<file path="config.mk">
export PLATFORM = sky130hd
export DESIGN_NAME = qdc_serial_top
export DESIGN_NICKNAME = d
export VERILOG_FILES = /design/src/qdc_pkg.sv /design/src/qdc_serial_top.sv /design/src/qdc_pin_sync.sv /design/src/qdc_chan_bank.sv
export SDC_FILE = /design/constraint.sdc
export NUM_CORES = 1
export LEC_CHECK = 0
export ABC_AREA = 1
export CORE_UTILIZATION = 64
export CTS_CLUSTER_DIAMETER = 30
export DETAILED_ROUTE_END_ITERATION = 10
export DONT_BUFFER_PORTS = 1
export GPL_ROUTABILITY_DRIVEN = 0
export PLACE_DENSITY = 0.8
export SLEW_MARGIN = 25
export SYNTH_ARGS = -nofsm -noshare
export SYNTH_HDL_FRONTEND = slang
export SYNTH_SLANG_ARGS = --single-unit
</file>
<file path="constraint.sdc">
create_clock -name SYS_CLK_I -period 2.8 [get_ports SYS_CLK_I]
set_input_delay 0.56 -clock SYS_CLK_I [delete_from_list [all_inputs] [get_ports SYS_CLK_I]]
set_output_delay 0.56 -clock SYS_CLK_I [all_outputs]
set_load 0.01 [all_outputs]
</file>
<file path="src/qdc_pkg.sv">
// shared constants for the quad converter serial control block
package qdc_pkg;
  // serial slave addressing
  localparam logic [4:0] QDC_ADDR_FIXED = 5'h13;
  localparam logic [4:0] QDC_HS_CODE_TOP = 5'h01;
  localparam logic [2:0] QDC_LAST_BIT = 3'h7;
  // control byte field positions
  localparam int QDC_CTRL_EXT_HI = 7;
  localparam int QDC_CTRL_EXT_LO = 6;
  localparam int QDC_CTRL_LOAD_HI = 5;
  localparam int QDC_CTRL_LOAD_LO = 4;
  localparam int QDC_CTRL_SEL_HI = 2;
  localparam int QDC_CTRL_SEL_LO = 1;
  localparam int QDC_CTRL_PD = 0;
  // load field encodings
  localparam logic [1:0] QDC_LOAD_NONE = 2'h0;
  localparam logic [1:0] QDC_LOAD_SEL = 2'h1;
  // power-down modes held in the upper two bits of a channel register
  localparam logic [1:0] QDC_MODE_1K = 2'h1;
  localparam logic [1:0] QDC_MODE_100K = 2'h2;
  // readback framing
  localparam logic [5:0] QDC_PD_FILL = 6'h3F;
  localparam logic [7:0] QDC_LOW_FILL = 8'h00;
  localparam logic [1:0] QDC_RD_BYTES_NORM = 2'h2;
  localparam logic [1:0] QDC_RD_BYTES_PD = 2'h3;
  // reset values
  localparam logic [9:0] QDC_CHAN_RESET = 10'h000;
  localparam logic [7:0] QDC_BYTE_RESET = 8'h00;
endpackage

</file>
<file path="src/qdc_serial_top.sv">
// serial slave readback engine and power-down control for the quad converter
// Behaviour
// - the entry code is never acknowledged; data line stays released.
// - write-addressed byte with matching address is acknowledged by pulling data low.
// - control byte holds ext address, load, select and power-down flag; acknowledged.
// - read-addressed byte is acknowledged, then the block transmits data bytes.
// - with power-down flag clear, exactly two bytes return: high then low.
// - with flag set, three bytes: mode byte with ones below, high, low.
// - channel-select bits pick which channel's data is returned.
// - high byte carries the 8-bit code msb first; low byte is filler.
// - reset clears every channel output register to zero.
// - mode bits pick floating, 1k pull down, 100k pull down, floating.
// - flag clear means normal drive from the amplifier with the data code.
// - in power-down the amplifier is disconnected and the chosen load applied.
// - entering power-down leaves the stored code untouched.
// - each channel has 10-bit temporary and output registers, mode above code.
// - with flag set, first data byte bits 7:6 go to register bits 9:8.
// - power-down travels the same load and update paths as data.
`timescale 1ns/1ps
module qdc_serial_top
  import qdc_pkg::*;
#(
  parameter int CHANNELS = 4
)
(
  // clocking
  input wire logic SYS_CLK_I,
  input wire logic SYS_RST_I,
  input wire logic CE_I,
  // two-wire serial port
  input wire logic SCL_I,
  input wire logic SDA_I,
  output logic SDA_O,
  output logic SDA_OE_O,
  // address straps
  input wire logic [1:0] ADDR_PIN_I,
  input wire logic [1:0] ADDR_EXT_I,
  // analog-side controls
  output logic [CHANNELS*8-1:0] CODE_O,
  output logic [CHANNELS-1:0] AMP_EN_O,
  output logic [CHANNELS-1:0] PULL_1K_O,
  output logic [CHANNELS-1:0] PULL_100K_O
);
  typedef enum logic [9:0] {
    ST_IDLE = 10'h001,
    ST_ADDR = 10'h002,
    ST_ADDR_ACK = 10'h004,
    ST_CTRL = 10'h008,
    ST_CTRL_ACK = 10'h010,
    ST_WDATA = 10'h020,
    ST_WDATA_ACK = 10'h040,
    ST_RDATA = 10'h080,
    ST_RDATA_ACK = 10'h100,
    ST_IGNORE = 10'h200
  } qdc_state_t;

  qdc_state_t state;
  qdc_state_t next_state;
  logic scl;
  logic sda;
  logic scl_d;
  logic sda_d;
  logic [1:0] pin_addr;
  logic [1:0] ext_addr;
  logic [7:0] shift;
  logic [2:0] bit_cnt;
  logic byte_done;
  logic rw;
  logic addr_hit;
  logic [7:0] ctrl;
  logic wr_low;
  logic [7:0] hi_byte;
  logic [1:0] rd_idx;
  logic [7:0] cur_byte;
  logic rb_pd;
  logic [1:0] rb_mode;
  logic [7:0] rb_code;

  // bus events from the filtered levels
  logic scl_rise;
  logic scl_fall;
  logic start_ev;
  logic stop_ev;
  assign scl_rise = scl && !scl_d;
  assign scl_fall = !scl && scl_d;
  assign start_ev = scl && scl_d && sda_d && !sda;
  assign stop_ev = scl && scl_d && !sda_d && sda;

  // decoded fields of the byte just shifted in and of the stored control byte
  logic [7:0] rx_byte;
  logic addr_match;
  logic ext_match;
  logic ctrl_pd;
  logic [1:0] ctrl_sel;
  logic [1:0] ctrl_load;
  logic [1:0] rd_total;
  logic rd_last;
  logic wr_commit;
  assign rx_byte = {shift[6:0], sda};
  assign addr_match = shift[6:2] == QDC_ADDR_FIXED && shift[1:0] == pin_addr;
  assign ext_match = ctrl[QDC_CTRL_EXT_HI:QDC_CTRL_EXT_LO] == ext_addr;
  assign ctrl_pd = ctrl[QDC_CTRL_PD];
  assign ctrl_sel = ctrl[QDC_CTRL_SEL_HI:QDC_CTRL_SEL_LO];
  assign ctrl_load = ctrl[QDC_CTRL_LOAD_HI:QDC_CTRL_LOAD_LO];
  assign rd_total = ctrl_pd ? QDC_RD_BYTES_PD : QDC_RD_BYTES_NORM;
  assign rd_last = rd_idx == rd_total - 2'd1;
  assign wr_commit = CE_I && state == ST_WDATA_ACK && scl_fall && wr_low && ext_match;

  // byte to send for a given position of the readback
  function automatic logic [7:0] qdc_tx_byte(input logic [1:0] idx, input logic pd,
                                             input logic [1:0] mode, input logic [7:0] code);
    if (pd && idx == 2'd0)
      qdc_tx_byte = {mode, QDC_PD_FILL};
    else if (idx == (pd ? 2'd1 : 2'd0))
      qdc_tx_byte = code;
    else
      qdc_tx_byte = QDC_LOW_FILL;
  endfunction

  // serial pins pass the agreement filter before any edge detection
  qdc_pin_sync #(
    .WIDTH(2)
  ) u_bus_sync (
    .clk_i(SYS_CLK_I),
    .rst_i(SYS_RST_I),
    .ce_i(CE_I),
    .pin_i({SCL_I, SDA_I}),
    .init_i(2'b11),
    .level_o({scl, sda})
  );

  // address straps are static but still come from outside the clock domain
  qdc_pin_sync #(
    .WIDTH(4)
  ) u_addr_sync (
    .clk_i(SYS_CLK_I),
    .rst_i(SYS_RST_I),
    .ce_i(CE_I),
    .pin_i({ADDR_EXT_I, ADDR_PIN_I}),
    .init_i(4'hF),
    .level_o({ext_addr, pin_addr})
  );

  // channel registers; the low byte of a write commits the pair
  qdc_chan_bank #(
    .CHANNELS(CHANNELS)
  ) u_bank (
    .clk_i(SYS_CLK_I),
    .rst_i(SYS_RST_I),
    .ce_i(CE_I),
    .wr_i(wr_commit),
    .sel_i(ctrl_sel),
    .pd_i(ctrl_pd),
    .load_i(ctrl_load),
    .byte_i(hi_byte),
    .rb_pd_o(rb_pd),
    .rb_mode_o(rb_mode),
    .rb_code_o(rb_code),
    .code_o(CODE_O),
    .amp_en_o(AMP_EN_O),
    .pull_1k_o(PULL_1K_O),
    .pull_100k_o(PULL_100K_O)
  );

  // next state; start and stop override every byte phase
  always_comb
  begin
    next_state = state;
    if (start_ev)
      next_state = ST_ADDR;
    else if (stop_ev)
      next_state = ST_IDLE;
    else
    begin
      unique case (state)
        ST_IDLE, ST_IGNORE: next_state = state;
        ST_ADDR:
          if (scl_fall && byte_done)
            next_state = addr_hit ? ST_ADDR_ACK : ST_IGNORE;
        ST_ADDR_ACK:
          if (scl_fall)
            next_state = rw ? ST_RDATA : ST_CTRL;
        ST_CTRL:
          if (scl_fall && byte_done)
            next_state = ST_CTRL_ACK;
        ST_CTRL_ACK:
          if (scl_fall)
            next_state = ST_WDATA;
        ST_WDATA:
          if (scl_fall && byte_done)
            next_state = ST_WDATA_ACK;
        ST_WDATA_ACK:
          if (scl_fall)
            next_state = ST_WDATA;
        ST_RDATA:
          if (scl_fall && byte_done)
            next_state = ST_RDATA_ACK;
        ST_RDATA_ACK:
          if (scl_rise && sda)
            next_state = ST_IGNORE;
          else if (scl_fall)
            next_state = rd_last ? ST_IGNORE : ST_RDATA;
        default: next_state = ST_IDLE;
      endcase
    end
  end

  // state register and edge history
  always_ff @(posedge SYS_CLK_I)
  begin
    if (SYS_RST_I)
    begin
      state <= ST_IDLE;
      scl_d <= 1'b1;
      sda_d <= 1'b1;
    end
    else if (CE_I)
    begin
      state <= next_state;
      scl_d <= scl;
      sda_d <= sda;
    end
  end

  // receive shifter and bit counter; data is sampled on the rising clock
  always_ff @(posedge SYS_CLK_I)
  begin
    if (SYS_RST_I)
    begin
      shift <= QDC_BYTE_RESET;
      bit_cnt <= 3'd0;
      byte_done <= 1'b0;
    end
    else if (CE_I)
    begin
      if (start_ev || next_state != state)
      begin
        bit_cnt <= 3'd0;
        byte_done <= 1'b0;
      end
      else if (scl_rise && state != ST_RDATA)
      begin
        shift <= rx_byte;
        bit_cnt <= bit_cnt + 3'd1;
        byte_done <= bit_cnt == QDC_LAST_BIT;
      end
      else if (scl_rise)
      begin
        bit_cnt <= bit_cnt + 3'd1;
        byte_done <= bit_cnt == QDC_LAST_BIT;
      end
    end
  end

  // protocol registers captured at the end of the address, control and first data bytes
  always_ff @(posedge SYS_CLK_I)
  begin
    if (SYS_RST_I)
    begin
      rw <= 1'b0;
      addr_hit <= 1'b0;
      ctrl <= QDC_BYTE_RESET;
      hi_byte <= QDC_BYTE_RESET;
      wr_low <= 1'b0;
    end
    else if (CE_I)
    begin
      if (state == ST_ADDR && scl_rise && bit_cnt == QDC_LAST_BIT)
      begin
        rw <= sda;
        addr_hit <= addr_match;
      end
      if (state == ST_CTRL && scl_rise && bit_cnt == QDC_LAST_BIT)
      begin
        ctrl <= rx_byte;
        wr_low <= 1'b0;
      end
      if (state == ST_WDATA && scl_rise && bit_cnt == QDC_LAST_BIT && !wr_low)
        hi_byte <= rx_byte;
      if (state == ST_WDATA_ACK && scl_fall)
        wr_low <= !wr_low;
    end
  end

  // transmit side: readback position and current byte
  always_ff @(posedge SYS_CLK_I)
  begin
    if (SYS_RST_I)
    begin
      rd_idx <= 2'd0;
      cur_byte <= QDC_BYTE_RESET;
    end
    else if (CE_I)
    begin
      if (state == ST_ADDR_ACK && scl_fall)
      begin
        rd_idx <= 2'd0;
        cur_byte <= qdc_tx_byte(2'd0, ctrl_pd, rb_mode, rb_code);
      end
      else if (state == ST_RDATA_ACK && scl_fall && !rd_last)
      begin
        rd_idx <= rd_idx + 2'd1;
        cur_byte <= qdc_tx_byte(rd_idx + 2'd1, ctrl_pd, rb_mode, rb_code);
      end
      else if (state == ST_RDATA && scl_fall && !byte_done)
        cur_byte <= {cur_byte[6:0], 1'b1};
    end
  end

  // data line drive changes on a falling clock, or is released at start and stop; open-drain, so only zeros go out
  logic next_oe;
  logic [7:0] tx_first;
  logic [7:0] tx_next;
  // named so their top bits can be picked; a function result cannot be indexed
  assign tx_first = qdc_tx_byte(2'd0, ctrl_pd, rb_mode, rb_code);
  assign tx_next = qdc_tx_byte(rd_idx + 2'd1, ctrl_pd, rb_mode, rb_code);
  assign next_oe = (next_state == ST_ADDR_ACK) || (next_state == ST_CTRL_ACK) ||
                   (next_state == ST_WDATA_ACK) ||
                   (next_state == ST_RDATA && state == ST_ADDR_ACK && !tx_first[7]);

  always_ff @(posedge SYS_CLK_I)
  begin
    if (SYS_RST_I)
    begin
      SDA_OE_O <= 1'b0;
      SDA_O <= 1'b0;
    end
    else if (CE_I)
    begin
      SDA_O <= 1'b0;
      if (start_ev || stop_ev)
        SDA_OE_O <= 1'b0;
      else if (scl_fall)
      begin
        if (state == ST_RDATA && !byte_done)
          SDA_OE_O <= !cur_byte[6];
        else if (state == ST_RDATA_ACK && next_state == ST_RDATA)
          SDA_OE_O <= !tx_next[7];
        else
          SDA_OE_O <= next_oe;
      end
    end
  end
endmodule

</file>
<file path="src/qdc_pin_sync.sv">
// three-stage synchroniser with agreement filter for pin inputs
`timescale 1ns/1ps
module qdc_pin_sync
  import qdc_pkg::*;
#(
  parameter int WIDTH = 2
)
(
  // clocking
  input wire logic clk_i,
  input wire logic rst_i,
  input wire logic ce_i,
  // pins and filtered levels
  input wire logic [WIDTH-1:0] pin_i,
  input wire logic [WIDTH-1:0] init_i,
  output logic [WIDTH-1:0] level_o
);
  logic [WIDTH-1:0] stage1;
  logic [WIDTH-1:0] stage2;
  logic [WIDTH-1:0] stage3;
  logic [WIDTH-1:0] next_level;

  // a bit changes only once the two later stages agree
  assign next_level = (~(stage2 ^ stage3) & stage3) | ((stage2 ^ stage3) & level_o);

  // stage1 feeds stage2 only, never the filter
  always_ff @(posedge clk_i)
  begin
    if (rst_i)
    begin
      stage1 <= '1;
      stage2 <= '1;
      stage3 <= '1;
      level_o <= '1;
    end
    else if (ce_i)
    begin
      stage1 <= pin_i;
      stage2 <= stage1;
      stage3 <= stage2;
      level_o <= next_level;
    end
  end

  logic unused_init;
  assign unused_init = ^init_i;
endmodule

</file>
<file path="src/qdc_chan_bank.sv">
// per-channel temporary and output registers with power-down decode
`timescale 1ns/1ps
module qdc_chan_bank
  import qdc_pkg::*;
#(
  parameter int CHANNELS = 4
)
(
  // clocking
  input wire logic clk_i,
  input wire logic rst_i,
  input wire logic ce_i,
  // write request from the serial engine
  input wire logic wr_i,
  input wire logic [1:0] sel_i,
  input wire logic pd_i,
  input wire logic [1:0] load_i,
  input wire logic [7:0] byte_i,
  // readback of the selected output register
  output logic rb_pd_o,
  output logic [1:0] rb_mode_o,
  output logic [7:0] rb_code_o,
  // analog-side controls
  output logic [CHANNELS*8-1:0] code_o,
  output logic [CHANNELS-1:0] amp_en_o,
  output logic [CHANNELS-1:0] pull_1k_o,
  output logic [CHANNELS-1:0] pull_100k_o
);
  logic [9:0] tr [CHANNELS];
  logic [9:0] dr [CHANNELS];
  logic [CHANNELS-1:0] tr_pd;
  logic [CHANNELS-1:0] dr_pd;
  logic [9:0] merged;

  // power-down writes keep the stored code and only replace the mode bits
  function automatic logic [9:0] qdc_merge(input logic [9:0] old, input logic pd,
                                           input logic [7:0] b);
    qdc_merge = pd ? {b[7:6], old[7:0]} : {2'b00, b};
  endfunction

  assign merged = qdc_merge(tr[sel_i], pd_i, byte_i);

  // mode and data share one load path, so broadcast updates carry power-down too
  always_ff @(posedge clk_i)
  begin
    for (int i = 0; i < CHANNELS; i++)
    begin
      if (rst_i)
      begin
        tr[i] <= QDC_CHAN_RESET;
        dr[i] <= QDC_CHAN_RESET;
        tr_pd[i] <= 1'b0;
        dr_pd[i] <= 1'b0;
      end
      else if (ce_i && wr_i)
      begin
        if (i == int'(sel_i))
        begin
          tr[i] <= merged;
          tr_pd[i] <= pd_i;
        end
        if (load_i == QDC_LOAD_SEL && i == int'(sel_i))
        begin
          dr[i] <= merged;
          dr_pd[i] <= pd_i;
        end
        else if (load_i != QDC_LOAD_NONE && load_i != QDC_LOAD_SEL)
        begin
          dr[i] <= (i == int'(sel_i)) ? merged : tr[i];
          dr_pd[i] <= (i == int'(sel_i)) ? pd_i : tr_pd[i];
        end
      end
    end
  end

  // registered outputs: amplifier off and resistor chosen while powered down
  always_ff @(posedge clk_i)
  begin
    for (int i = 0; i < CHANNELS; i++)
    begin
      if (rst_i)
      begin
        code_o[i*8 +: 8] <= QDC_BYTE_RESET;
        amp_en_o[i] <= 1'b1;
        pull_1k_o[i] <= 1'b0;
        pull_100k_o[i] <= 1'b0;
      end
      else if (ce_i)
      begin
        code_o[i*8 +: 8] <= dr[i][7:0];
        amp_en_o[i] <= ~dr_pd[i];
        pull_1k_o[i] <= dr_pd[i] && dr[i][9:8] == QDC_MODE_1K;
        pull_100k_o[i] <= dr_pd[i] && dr[i][9:8] == QDC_MODE_100K;
      end
    end
  end

  // readback mirrors the selected output register
  always_ff @(posedge clk_i)
  begin
    if (rst_i)
    begin
      rb_pd_o <= 1'b0;
      rb_mode_o <= 2'b00;
      rb_code_o <= QDC_BYTE_RESET;
    end
    else if (ce_i)
    begin
      rb_pd_o <= dr_pd[sel_i];
      rb_mode_o <= dr[sel_i][9:8];
      rb_code_o <= dr[sel_i][7:0];
    end
  end
endmodule

</file>
After elaboration in Yosys (flattened, before gate mapping)
Memory sizes are Yosys's and may differ from the RTL's. A register that Yosys moved wholly into a read port is not among the register bits.
Cells that the tools add are included.
W data, S select, Z words.
- multiplexer cells: 119
- bitwise gates (word level): 27
- equality and inequality tests: 35
- add/subtract/negate cells: 3
- reductions and logical operators: 90
- operators by type and width (cell ; count):
    $mux W10 ; 29
    $pmux W10 S8 ; 1
    $mux W1 ; 74
    $logic_and A1 B1 Y1 ; 47
    $mux W8 ; 5
    $reduce_and A2 Y1 ; 12
    $mux W7 ; 3
    $eq A10 B3 Y1 const B ; 2
    $eq A10 B5 Y1 const B ; 2
    $eq A10 B7 Y1 const B ; 2
    $eq A10 B8 Y1 const B ; 2
    $reduce_bool A2 Y1 ; 8
    $or A1 B1 Y1 ; 12
    $eq A10 B1 Y1 const B ; 1
    $eq A10 B10 Y1 const B ; 1
    $eq A10 B2 Y1 const B ; 1
    $eq A10 B4 Y1 const B ; 1
    $eq A10 B6 Y1 const B ; 1
    $eq A10 B9 Y1 const B ; 1
    $eq A2 B1 Y1 const B ; 5
    $logic_not A1 Y1 ; 10
    $ne A10 B10 Y1 ; 1
    $ne A10 B8 Y1 const B ; 1
    $mux W3 ; 3
    26 further kinds ; 49
- memories: 2
- flip-flop bits (word level): 128
- memory bits (writable): 80
- input port bits: 9
- output and inout port bits: 46
- memory list (memory ; words ; width ; rd ports ; clocked after memory_dff ; wr ports ; RTL line ; source):
    u_bank.dr ; 4 ; 10 ; 5 ; 1 ; 4 ; qdc_chan_bank.sv:30 ; logic [9:0] dr [CHANNELS];
    u_bank.tr ; 4 ; 10 ; 5 ; 1 ; 4 ; qdc_chan_bank.sv:29 ; logic [9:0] tr [CHANNELS];

Logic depth before layout (Yosys ltp)
- word-level depth: 17
- mapped depth: 20
- mapped depth without buffers: 19

Hierarchy
Synthesis repeated with hierarchy kept, for this count alone.
- cells, all modules: 1437
- area, all modules: 10925.5 um2
- by module, submodules not included (module ; area each (um2) ; sequential area each (um2) ; times used ; cells each):
    qdc_chan_bank ; 6887.9 ; 3663.5 ; 1 ; 843
    qdc_serial_top ; 3099.2 ; 1021.0 ; 1 ; 466
    qdc_pin_sync (u_addr_sync) ; 623.1 ; 320.3 ; 1 ; 85
    qdc_pin_sync (u_bus_sync) ; 315.3 ; 160.2 ; 1 ; 43

Least setup slack after synthesis
No wires, ideal clock.
- path type: input to register
- start: input port CE_I
- end: memory u_bank.dr[0][0] (enable)
- path buffers: 1
- stages on the path: 8
- slack: 0.616 ns
- library setup time: 0.315 ns
- arrival time: 1.869 ns
- cell sequence: nand2_1 > a2111oi_0 > nand2_1 > inv_2 > buf_4 > nand2_1 > o21ai_0 > or2_2
- RTL lines (item ; RTL line ; source):
    start, declared ; qdc_serial_top.sv:29 ; input wire logic CE_I,
    end, declared ; qdc_chan_bank.sv:30 ;

Worst setup path in the final report
- start: register state[6]
- end: register shift[6]
- word-level cells in the longest chain between the ends: 9
- ends and longest elaborated chain (item ; RTL line ; source):
    start, declared ; qdc_serial_top.sv:57 ; qdc_state_t state;
    start signal, assigned ; qdc_serial_top.sv:219 ; state <= next_state;
    $eq A10 B7 Y1 (tied with other cells) ; qdc_serial_top.sv:175 ; unique case (state)
    $reduce_or A2 Y1 (no source line) (tied with other cells) ; n/a ;
    $pmux W10 S8 ; qdc_serial_top.sv:175 ;
    $mux W10 ; qdc_serial_top.sv:171 ; else if (stop_ev)
    $mux W10 ; qdc_serial_top.sv:169 ; if (start_ev)
    $ne A10 B10 Y1 ; qdc_serial_top.sv:236 ; if (start_ev || next_state != state)
    $logic_or A1 B1 Y1 ; qdc_serial_top.sv:236 ;
    $not A1 Y1 (no source line) ; n/a ;
    $reduce_and A3 Y1 (no source line) (*) ; n/a ;
    end signal, assigned ; qdc_serial_top.sv:243 ; shift <= rx_byte;
    end, declared ; qdc_serial_top.sv:65 ; logic [7:0] shift;
Every way passes the cells marked *; elsewhere a longest branch is shown, timed or not.
A chain may end at the register's enable or synchronous reset.

==> results.md <==
* Synth top area share at 0.274
* First-pass detailed-route iteration total at 6
* # diodes at 0
* CP Class: register to register
* Synth top cells by count: nand2_1, o21ai_0, nor2_1
* Number of max-cap violations at 0
* Largest net degree at the start of global routing at 125
* WP data arrival at 3070 ps
* Vias per cell at 6.08
* Ys flop type: dfxtp_1
* CTS sink cnt at 219
* Drt wl/cell at 17.8 microns
* LEAKAGE at 4.69 nW
* Core Region at 0.0154 sq mm
* Chip width at 128 microns
* Worst-margin pin slew at 962 ps
* GRT Total Usage at 0.327
* Fin crit share at 0.937
* Initial Util at 0.661
* DRC at 0
* Syn Inst Count at 1263
* Clock tree buffer depth at 3
* Die Ht at 128 microns
* First-pass GRT wire length at 41.5 mm
* RSZ-0062 raised after global routing: true
* Placement-stage cell area at 0.0102 sq mm
* H-tree depth at 2
* Yosys warning total at 0
* Filler cells at 1094
* Routed Antenna Nets at 0
* Later-pin clock latency in the skew report at 520 ps
* Pwr dens at 761 mW/mm^2
* Final core occ at 0.758
* Post-CTS resize count at 0
* Clock root cell: clkbuf_16
* Total gr overflow at 0
* Startpoint Class: register
* Vias in the first global route at 8133
* DP Worst Slack at 194 ps
* Synthesized cell area at 0.0102 sq mm
* Slew Viols, Final at 0
* R2R setup slack at 180 ps
* Number of synthesized flops with an enable pin at 80
* Post-CTS setup buffers at 0
* Finish-stage setup viols at 0
* Vias post-DR at 9069
* Synth Register Bits at 219
* DP HPWL at 17.4 mm
* Total Wirelength at 26.6 mm
* Final hold vios at 0
* Distinct cells, synth at 47
* Final hold slack at 127 ps
* Ports at 55
* Setup TNS at 0 ps
* Worst VDD drop at 0.532 mV
* CTS clk-pin slew, worst paths at 50 ps
* FMAX at 381 MHz
* Status: completed
* Num CTS Buffers at 38
* Die area at 0.0164 sq mm
* Number of hold buffers added after cts at 0
* CTS tree: built
* Final Skew at 24.4 ps
* Port buffer count at 0
* DR iter-0 viols at 1092
* Worst Slack Setup Final at 175 ps
* Initial antenna violation count at 0
* Design area at 0.0117 sq mm
* Area growth, synth to finish at 14.7%
* Mean Syn Cell Area at 8.05 sq um
* Setup crit end kind: register
* Most common cell in the netlist: nand2_1
* # nets final at 1263
* Synth area leaders: dfxtp_1, edfxtp_1, nand2_1
* Hold/Removal Path Class: input pin to register
* Layout cell share with drive strength beyond 1 at 0.115
* Post-layout min period at 2620 ps
* Register area share after synthesis at 0.510
* Share of synthesized registers carrying an async set or reset at 0
* Max-slew headroom at 0.359
* CP required at 3240 ps
* Row count at 45
* Largest area contributor in the netlist: dfxtp_1
* Worst-path fanout max at 14
* Syn Nets at 1275
worst max-delay path, cell delays in order, from the launching register on:
cell and delay, ps:
dfxtp_1 390, nor2_4 220, nand2_4 120, nor3_2 240
o211ai_1 180, nand2_1 140, nand3_1 110, nand2_1 110
nand2_1 70, nor2_2 120, nand3_2 130, nor2_4 170
nand2_2 220, nand2_1 140, nand2_1 60, nor2_1 140
metrics by stage:
| step | std cells | total power (W) |
|---|---|---|
| detailed placement | 1422 | 0.00389 |
| global placement | 1422 | 0.00388 |
| CTS | 1492 | 0.00888 |
| global route | 1492 | 0.00910 |
| finish | 1492 | 0.00887 |
| floorplan | 1263 | 0.00383 |
layer usage:
metal | part of all wire | vias up | track usage
met2 | 0.45 | 485 | 0.508
li1 | - | 4282 | -
met5 | 0 | - | 0
met1 | 0.42 | 4219 | 0.449
met3 | 0.099 | 83 | 0.0651
met4 | 0.031 | 0 | 0.135
report_power, final:
group          switching, W  internal, W  leakage [nW]
combinational      0.000232     0.000104          2.04
sequential        0.0000929      0.00342          1.95
clock               0.00160      0.00342         0.698
cells by family (layout without fill, tap and decap cells):
group	count (synthesis)	after routing	share of synthesized area
xor+xnor	1	1	0.000862
flops	219	219	0.510
buf+inv	180	198	0.0732
fa+ha+maj	3	3	0.00369
compound gates	347	347	0.191
simple gates	512	512	0.221
other cells	1	1	0.000369
flip-flops by register name, summed over array words and instances, names as in the netlist, 2 cells and up, named ones only:
name / cells
ctrl: 7
u_addr_sync.stage2: 4
u_bank.pull_100k_o: 4
u_bank.amp_en_o: 4
u_bank.rb_mode_o: 2
u_bus_sync.stage2: 2
bit_cnt: 3
u_bank.dr: 40
hi_byte: 8
u_bank.pull_1k_o: 4
rd_idx: 2
u_bus_sync.stage3: 2
u_bank.code_o: 32
u_bank.tr_pd: 4
u_bank.tr: 40
cur_byte: 7
u_bank.rb_code_o: 8
u_bus_sync.stage1: 2
state: 10
u_addr_sync.stage1: 4
u_addr_sync.stage3: 4
u_bank.dr_pd: 4
shift: 7
layout by cell type, fill, tap and decap left out, drive strengths merged, types with 20 or more instances in the layout:
| cell type | instances |
|---|---|
| inv | 109 |
| o211ai | 20 |
| dfxtp | 139 |
| edfxtp | 80 |
| o21ai | 181 |
| nor2 | 165 |
| a21oi | 91 |
| clkbuf | 48 |
| nand3 | 66 |
| nand2 | 249 |
area by class of cell:
class	count	area, sq um	area share
Clock buffer	48	1090	0.0936
Clock inverter	22	333	0.0285
Sequential cell	219	5180	0.445
Tap cell	211	264	0.0226
Timing Repair Buffer	16	120	0.0103
Inverter	112	422	0.0362
Multi-Input combinational cell	864	4240	0.364
final timing paths:
path | endpoint | cells after the start | start
setup / recovery | shift[6] | 15 | state[6]
hold / removal | addr_hit | 1 | SYS_RST_I
setup reg to reg | shift[6] | 15 | state[6]
hold reg to reg | u_bus_sync.stage2[0] | 2 | u_bus_sync.stage2[0]
No activity file was read; power rests on OpenSTA's default activity.
